File: src/odf_pkg.sv
package odf_pkg;
  // timing at 20 MHz
  localparam int unsigned CLK_HZ        = 20000000;
  localparam int unsigned FAULT_HOLD_MS = 200;
  localparam int unsigned SLOW_EXIT_MS  = 20;
  localparam int unsigned WD_LONG_MS    = 900;
  localparam int unsigned WD_MID_MS     = 450;
  localparam int unsigned WD_SHORT_MS   = 150;
  localparam int unsigned FAULT_HOLD_CYC = CLK_HZ / 1000 * FAULT_HOLD_MS;
  localparam int unsigned SLOW_EXIT_CYC  = CLK_HZ / 1000 * SLOW_EXIT_MS;
  localparam int unsigned WD_LONG_CYC    = CLK_HZ / 1000 * WD_LONG_MS;
  localparam int unsigned WD_MID_CYC     = CLK_HZ / 1000 * WD_MID_MS;
  localparam int unsigned WD_SHORT_CYC   = CLK_HZ / 1000 * WD_SHORT_MS;
  localparam int unsigned OL_DEB_CYC     = 2000;
  localparam int unsigned LED_ROW_CYC    = 5000;
  // register 3 field positions
  localparam int unsigned R3_PAIR_LO_BIT = 0;
  localparam int unsigned R3_PAIR_HI_BIT = 1;
  localparam int unsigned R3_WD_LSB      = 2;
  localparam logic [7:0]  R3_RESET       = 8'h00;
  localparam logic [1:0]  WD_SEL_MID     = 2'h1;
  localparam logic [1:0]  WD_SEL_SHORT   = 2'h2;

  typedef struct packed {
    logic       cs_b;
    logic       wd_en;
    logic       serial_sel;
    logic       out_en;
  } odf_sync_t;

  typedef struct packed {
    logic [2:0]  cs_sh;
    logic [2:0]  wd_en_sh;
    logic [2:0]  sel_sh;
    logic [2:0]  en_sh;
    logic [7:0]  reg3;
    logic [24:0] wd_cnt;
    logic        wd_fault;
    logic [7:0][12:0] deb_cnt;
    logic [7:0]  in_last;
    logic [7:0]  ol_last;
    logic [7:0]  ol_flag;
    logic [7:0][22:0] hold_cnt;
    logic [7:0]  slow;
    logic [7:0][18:0] slow_cnt;
    logic [12:0] row_cnt;
    logic [1:0]  row;
    logic [7:0]  out_on;
    logic        out_tri;
    logic [7:0]  pp_en;
    logic [7:0]  fault_bits;
    logic        fault_b;
    logic        wd_fault_b;
    logic        uv_b;
    logic [2:0]  uv_stat;
    logic [3:0]  led_row;
    logic [3:0]  led_col;
    logic [7:0]  ol_src_en;
  } odf_state_t;
endpackage

File: src/odf_core.sv
`timescale 1ns/1ps
`default_nettype none
module odf_core
(
  input  wire logic       clock_i,
  input  wire logic       rst_b_i,
  input  wire logic       cs_b_i,
  input  wire logic       watchdog_enable_input_i,
  input  wire logic       serial_parallel_select_i,
  input  wire logic       out_enable_i,
  input  wire logic       serial_only_variant_i,
  input  wire logic [7:0] chan_in_i,
  input  wire logic [7:0] serial_set_i,
  input  wire logic       reg3_wr_i,
  input  wire logic [7:0] reg3_data_i,
  input  wire logic [7:0] ol_chan_enable_i,
  input  wire logic       global_open_load_enable_i,
  input  wire logic       push_pull_select_i,
  input  wire logic [7:0] serial_pp_i,
  input  wire logic [7:0] open_load_raw_i,
  input  wire logic [7:0] driver_overtemp_i,
  input  wire logic       chip_overtemp_i,
  input  wire logic [7:0] short_detect_i,
  input  wire logic       logic_uv_i,
  input  wire logic       main_uv_i,
  input  wire logic       v5_uv_i,
  output logic [7:0]      out_on_o,
  output logic            out_tristate_o,
  output logic [7:0]      push_pull_en_o,
  output logic [7:0]      slow_mode_o,
  output logic [7:0]      fault_bits_o,
  output logic [7:0]      reg3_o,
  output logic            fault_b_o,
  output logic            watchdog_fault_output_o,
  output logic            uv_b_o,
  output logic [2:0]      uv_status_o,
  output logic [7:0]      ol_source_en_o,
  output logic [3:0]      led_row_o,
  output logic [3:0]      led_col_o
);
  odf_pkg::odf_state_t s_reg;
  odf_pkg::odf_state_t s_next;

  // stable when the second and third stages agree
  function automatic logic settled(input logic [2:0] sh, input logic prev);
    settled = (sh[1] == sh[2]) ? sh[2] : prev;
  endfunction

  function automatic logic [24:0] wd_limit(input logic [1:0] sel);
    if (sel == odf_pkg::WD_SEL_MID)
      wd_limit = 25'(odf_pkg::WD_MID_CYC);
    else if (sel == odf_pkg::WD_SEL_SHORT)
      wd_limit = 25'(odf_pkg::WD_SHORT_CYC);
    else
      wd_limit = 25'(odf_pkg::WD_LONG_CYC);
  endfunction

  odf_pkg::odf_sync_t sy;
  logic [7:0] eff_in;
  logic [7:0] hs_mode;
  logic [7:0] ol_en;
  logic [7:0] ol_det;
  logic [7:0] fault_lit;
  logic [7:0] level_lit;
  logic       cs_fall;
  logic       wd_active;
  logic       any_uv;
  logic       en_ok;

  ////////////////////////////////////////////////////////////////////////////
  // next-state logic
  always_comb
  begin
    s_next = s_reg;
    s_next.cs_sh    = {s_reg.cs_sh[1:0], cs_b_i};
    s_next.wd_en_sh = {s_reg.wd_en_sh[1:0], watchdog_enable_input_i};
    s_next.sel_sh   = {s_reg.sel_sh[1:0], serial_parallel_select_i};
    s_next.en_sh    = {s_reg.en_sh[1:0], out_enable_i};
    sy.cs_b       = settled(s_reg.cs_sh, s_reg.cs_sh[2]);
    sy.wd_en      = settled(s_reg.wd_en_sh, s_reg.wd_en_sh[2]);
    sy.serial_sel = settled(s_reg.sel_sh, s_reg.sel_sh[2]);
    sy.out_en     = settled(s_reg.en_sh, s_reg.en_sh[2]);
    // fall seen as the low level moves into the third stage
    cs_fall = s_reg.cs_sh[2] && !s_reg.cs_sh[1];
    en_ok   = sy.out_en;
    any_uv  = logic_uv_i || main_uv_i || v5_uv_i;

    if (reg3_wr_i && !(serial_only_variant_i && !sy.serial_sel))
      s_next.reg3 = reg3_data_i;

    eff_in = sy.serial_sel ? serial_set_i : chan_in_i;
    if (s_reg.reg3[odf_pkg::R3_PAIR_LO_BIT])
    begin
      eff_in[1] = eff_in[0];
      eff_in[3] = eff_in[2];
    end
    if (s_reg.reg3[odf_pkg::R3_PAIR_HI_BIT])
    begin
      eff_in[5] = eff_in[4];
      eff_in[7] = eff_in[6];
    end
    s_next.pp_en = push_pull_select_i ? 8'hFF : serial_pp_i;
    if (s_reg.reg3[odf_pkg::R3_PAIR_LO_BIT])
      s_next.pp_en[3:0] = 4'h0;
    if (s_reg.reg3[odf_pkg::R3_PAIR_HI_BIT])
      s_next.pp_en[7:4] = 4'h0;
    hs_mode = ~s_next.pp_en;

    wd_active = sy.serial_sel && sy.wd_en;
    if (!wd_active || cs_fall)
    begin
      s_next.wd_cnt   = 25'h0;
      s_next.wd_fault = 1'b0;
    end
    else if (s_reg.wd_cnt >= wd_limit(s_reg.reg3[odf_pkg::R3_WD_LSB +: 2]) - 25'h1)
      s_next.wd_fault = 1'b1;
    else
      s_next.wd_cnt = s_reg.wd_cnt + 25'h1;

    // open-load detect with debounce, per channel
    ol_en = (ol_chan_enable_i | {8{global_open_load_enable_i && sy.serial_sel}})
            & hs_mode & {8{!any_uv}};
    ol_det = 8'h00;
    for (int i = 0; i < 8; i++)
    begin
      s_next.in_last[i] = eff_in[i];
      s_next.ol_last[i] = open_load_raw_i[i];
      if (eff_in[i] != s_reg.in_last[i] || open_load_raw_i[i] != s_reg.ol_last[i]
          || !ol_en[i])
        s_next.deb_cnt[i] = 13'h0;
      else if (s_reg.deb_cnt[i] < 13'(odf_pkg::OL_DEB_CYC))
        s_next.deb_cnt[i] = s_reg.deb_cnt[i] + 13'h1;
      ol_det[i] = ol_en[i] && open_load_raw_i[i]
                  && s_reg.deb_cnt[i] >= 13'(odf_pkg::OL_DEB_CYC);
      s_next.ol_flag[i] = ol_det[i];

      if (ol_det[i] || driver_overtemp_i[i])
        s_next.hold_cnt[i] = 23'(odf_pkg::FAULT_HOLD_CYC);
      else if (s_reg.hold_cnt[i] != 23'h0)
        s_next.hold_cnt[i] = s_reg.hold_cnt[i] - 23'h1;

      // slow mode exit after input low long enough
      if (short_detect_i[i])
      begin
        s_next.slow[i]     = 1'b1;
        s_next.slow_cnt[i] = 19'h0;
      end
      else if (s_reg.slow[i])
      begin
        if (eff_in[i])
          s_next.slow_cnt[i] = 19'h0;
        else if (s_reg.slow_cnt[i] >= 19'(odf_pkg::SLOW_EXIT_CYC - 1))
          s_next.slow[i] = 1'b0;
        else
          s_next.slow_cnt[i] = s_reg.slow_cnt[i] + 19'h1;
      end
    end

    for (int i = 0; i < 8; i++)
      s_next.fault_bits[i] = ol_det[i] || driver_overtemp_i[i] || s_next.hold_cnt[i] != 23'h0;
    fault_lit = s_next.fault_bits;

    s_next.out_on = eff_in & ~driver_overtemp_i & {8{!chip_overtemp_i}}
                    & {8{!s_next.wd_fault}} & {8{en_ok}};
    s_next.out_tri   = any_uv || !en_ok;
    s_next.ol_src_en = any_uv ? 8'h00 : ol_en;
    if (any_uv)
      s_next.out_on = 8'h00;

    s_next.fault_b    = !((|fault_lit) || chip_overtemp_i);
    s_next.wd_fault_b = !s_next.wd_fault;
    s_next.uv_stat = {v5_uv_i, main_uv_i, logic_uv_i};
    s_next.uv_b    = !main_uv_i;

    // matrix scan, one row at a time for 25% duty
    level_lit = s_next.out_on & ~fault_lit;
    if (s_reg.row_cnt >= 13'(odf_pkg::LED_ROW_CYC - 1))
    begin
      s_next.row_cnt = 13'h0;
      s_next.row     = s_reg.row + 2'h1;
    end
    else
      s_next.row_cnt = s_reg.row_cnt + 13'h1;
    s_next.led_row = en_ok ? (4'h1 << s_next.row) : 4'h0;
    case (s_next.row)
      2'h0: s_next.led_col = level_lit[3:0];
      2'h1: s_next.led_col = level_lit[7:4];
      2'h2: s_next.led_col = fault_lit[3:0];
      default: s_next.led_col = fault_lit[7:4];
    endcase
    if (!en_ok)
      s_next.led_col = 4'h0;
  end

  ////////////////////////////////////////////////////////////////////////////
  // state register; constants only under reset
  always_ff @(posedge clock_i or negedge rst_b_i)
  begin
    if (!rst_b_i)
    begin
      s_reg            <= '0;
      s_reg.reg3       <= odf_pkg::R3_RESET;
      s_reg.cs_sh      <= 3'h7;
      s_reg.fault_b    <= 1'b1;
      s_reg.wd_fault_b <= 1'b1;
      s_reg.uv_b       <= 1'b1;
      s_reg.out_tri    <= 1'b1;
    end
    else
      s_reg <= s_next;
  end

  // outputs straight from the state register
  assign out_on_o                = s_reg.out_on;
  assign out_tristate_o          = s_reg.out_tri;
  assign push_pull_en_o          = s_reg.pp_en;
  assign slow_mode_o             = s_reg.slow;
  assign fault_bits_o            = s_reg.fault_bits;
  assign reg3_o                  = s_reg.reg3;
  assign fault_b_o               = s_reg.fault_b;
  assign watchdog_fault_output_o = s_reg.wd_fault_b;
  assign uv_b_o                  = s_reg.uv_b;
  assign uv_status_o             = s_reg.uv_stat;
  assign ol_source_en_o          = s_reg.ol_src_en;
  assign led_row_o               = s_reg.led_row;
  assign led_col_o               = s_reg.led_col;
endmodule
`default_nettype wire

File: config.mk
export PLATFORM = sky130hd
export DESIGN_NAME = odf_core
export DESIGN_NICKNAME = d
export VERILOG_FILES = /design/src/odf_pkg.sv /design/src/odf_core.sv
export SDC_FILE = /design/constraint.sdc
export NUM_CORES = 1
export LEC_CHECK = 0
export BUFFER_PORTS_ARGS = -buffer_cell sky130_fd_sc_hd__buf_2
export CORE_AREA = 2 2 351 353
export DETAILED_ROUTE_END_ITERATION = 6
export DIE_AREA = 0 0 353 355
export PLACE_DENSITY_LB_ADDON = 0.3
export SYNTH_ARGS = -nofsm -noshare
export SYNTH_HDL_FRONTEND = slang
export SYNTH_SLANG_ARGS = --single-unit
File: constraint.sdc
create_clock -name clock_i -period 9.4 [get_ports clock_i]
set_input_delay 0 -clock clock_i [delete_from_list [all_inputs] [get_ports clock_i]]
set_output_delay 0 -clock clock_i [all_outputs]
set_load 0.02 [all_outputs]
==> results.json <==
{
  "outcome": "finished, final reports clean",
  "netlist_instances": 3312,
  "crit_start": "reg3_o[2]",
  "hpwl_um": 55400,
  "grt_start_max_net_pins": 149,
  "path_max_fanout": 12,
  "final_core_util": 0.293,
  "min_path_cells": 2,
  "cts_made_buffers": 69,
  "top_usage_layer": "met1",
  "gp_congestion": 0.857,
  "synth_compound_area_frac": 0.120,
  "reg2reg_depth": 13,
  "fillers": 12900,
  "ys.flop_type": "dfrtp_1",
  "power_frac_seq": 0.435,
  "synth-adder-area-share": 0.0265,
  "drive_gt1_frac": 0.103,
  "syn_to_final_growth_pct": 17.4,
  "ys_types": 83,
  "diodes": 0,
  "crit_path_top_delay_cell": "nor3_1",
  "hp-class": "primary input to flop",
  "vias_per_cell": 4.77,
  "ys_seq_area_frac": 0.474,
  "netSwitchingFraction": 0.272,
  "worst_ep_arrival_time_ns": 5.36,
  "fin_nets": 3605,
  "yosysMostFrequentCell": "dfrtp_1",
  "initial_utilization": 0.249,
  "grt_setup_unrepaired": "no",
  "drc": 0,
  "endpoint_kind": "flop",
  "synth.area.top_cells": "dfrtp_1 (47%), nor2_1 (5.8%), xnor2_1 (4.1%)",
  "synth_top_area_share": 0.468,
  "h-tree-depth": 3,
  "worst-path-buf-inv": 2,
  "clk_latency_ns": 0.61,
  "placed_area_mm2": 0.0323,
  "grt_use_met1": 0.190,
  "setup_slack_ns": 4.57,
  "drv_slew": 0,
  "r2r-end": "led_col_o[3]",
  "ir_drop_v": 0.000120,
  "io_pins": 141,
  "synth_area_leader_cell": "dfrtp_1",
  "clk_path_buf_depth": 3,
  "timing.hold.ws_ns": 0.0544,
  "synth_commonest_cells": "dfrtp_1 (565), nor2_1 (468), nand2_1 (264), o21ai_0 (220)",
  "min_period_ns": 4.83,
  "dr.pass1.iters": 5,
  "instances_no_fill": 5140,
  "drv_cap": 0,
  "initialDrtViolationCount": 1895,
  "grt_use_total": 0.126,
  "crit_chain": "inv_1 -> ha_1 -> inv_1 -> ha_1 -> a21oi_1 -> o21ai_0 -> a2111oi_0 -> o211a_1 -> a22oi_2 -> nor3_1 -> or3b_1 -> a21o_1 -> a31oi_1",
  "cts_sinks": 572,
  "syn-mean-instance-area_um2": 9.13,
  "setup_tns_ns": 0,
  "critPathLaunchType": "flop",
  "die-width_um": 353,
  "ant_nets": 0,
  "portBuffers": 140,
  "synth_edf_count": 0,
  "design_area_mm2": 0.0355,
  "met3_usage": 0.0324,
  "fmax_ghz": 0.207,
  "synth_xor_area_frac": 0.0718,
  "num_vias": 24500,
  "p_per_area_mw_per_mm2": 172,
  "wirelength_um": 79500,
  "setup_violations": 0,
  "cts_resized": 0,
  "worstHoldStart": "v5_uv_i",
  "slew_headroom": 0.169,
  "cp_top_family": "compound AO/OA/AOI/OAI gates",
  "largest_reg_flops": 500,
  "dp_slack_ns": 4.70,
  "seqCellArea_mm2": 0.0143,
  "globalRouteOverflowTotal": 0,
  "internal_power_mw": 4.45,
  "whs_endpoint": "uv_status_o[2]",
  "synth-simple-area-share": 0.251,
  "power_mw": 6.11,
  "max_stage_delay_ns": 1.05,
  "reg2reg_slack_ns": 4.57,
  "multiInputGateArea_mm2": 0.0146,
  "antenna_found_initial": 6,
  "synthesis.area_mm2": 0.0302,
  "p_leak_nw": 14.0,
  "grtUsageMet2": 0.178,
  "synth.net_count": 3454,
  "first_global_vias": 23700,
  "cts_tree": "yes",
  "reg2reg_from": "reg3_o[2]",
  "die_h_um": 355,
  "dp_cells": 4931,
  "criticalPathCategory": "flop to flop",
  "wl_per_cell_um": 15.5,
  "power.share.combinational": 0.118,
  "synth.area.mux_share": 0.0120,
  "p_sw_mw": 1.66,
  "synth_top_family_by_area": "simple AND/OR/NAND/NOR gates",
  "hold_viol": 0,
  "pwr-share-clk": 0.447,
  "crit_required_ns": 9.93,
  "clk_pin_slew_worst_paths_ns": 0.06,
  "coreArea_mm2": 0.121,
  "timing.final.crit_share": 0.514,
  "std_cell_rows": 128,
  "fin_skew_ns": 0.0218,
  "ys_ff_latch": 572,
  "yosys_warnings": 0,
  "grt_pass1_wl_um": 130000,
  "worst_slew_pin_slew_ns": 1.24,
  "cts_root_buf": "clkbuf_16",
  "die_area_mm2": 0.125,
  "async_reset_ff_frac": 1.00
}
## routing by layer
metal  up-vias  part of all wire
met5         -                 0
met4         0             0.021
met3       104             0.069
met2       587              0.40
met1     11900              0.51
li1      12000                 -
## power groups by stage
stage	logic, mW	clock network, mW	registers, mW
6_report	0.724	2.73	2.66
5_1_grt	0.815	2.93	2.67
4_1_cts	0.725	2.83	2.65
3_5_place_dp	0.685	0	2.70
3_3_place_gp	0.687	0	2.69
2_1_floorplan	0.484	0	2.65
## kinds of logic (layout without fill, tap and decap cells)
group	after synthesis	after routing
DFF	572	572
and+or+nand+nor	1510	1510
adders and majority gates	64	64
xor gates and xnor gates	248	248
muxes	34	34
buffers and inverters	290	493
AOI/OAI and AO/OA	593	593
other	1	1
## layout by cell type, fill, tap and decap left out, drive strengths merged, types with 19 or more instances in the layout
cell           n
nor2         468
nor2b         23
inv          115
xor2         105
and2          29
ha            64
nor3         107
a21oi        131
nand2        264
mux2i         24
dfrtp        565
nand2b        37
clkbuf        93
or4           48
xnor2        143
a31oi         45
nand4         83
and3          61
nand3        143
or3           54
nor4          88
dlygate4sd3   85
buf          172
o21ai        224
o31ai         50
or2           28
clkinv        19
## area by class of cell
cell class	count	area share
Clock buffer	93	0.0552
Clock inverter	30	0.00951
Inverter	113	0.0119
Multi-Input combinational cell	2450	0.411
Sequential cell	572	0.403
Tap cell	1625	0.0573
Timing Repair Buffer	257	0.0517
## worst max-delay path by stage
stage                        end  slack [ns]  depth (start not counted)
global placement    led_col_o[3]        4.73                         13
detailed placement  led_col_o[3]        4.70                         13
finish              led_col_o[3]        4.57                         13
floorplan              fault_b_o        5.56                         10
global route        led_col_o[3]        4.35                         13
CTS                 led_col_o[3]        4.68                         13
## repair_timing
item,4_1_cts,5_1_grt
hold endpoints to repair,320,0
hold buffers,86,0
buffers inserted,0,0
Power figures use the tool's default switching activity.
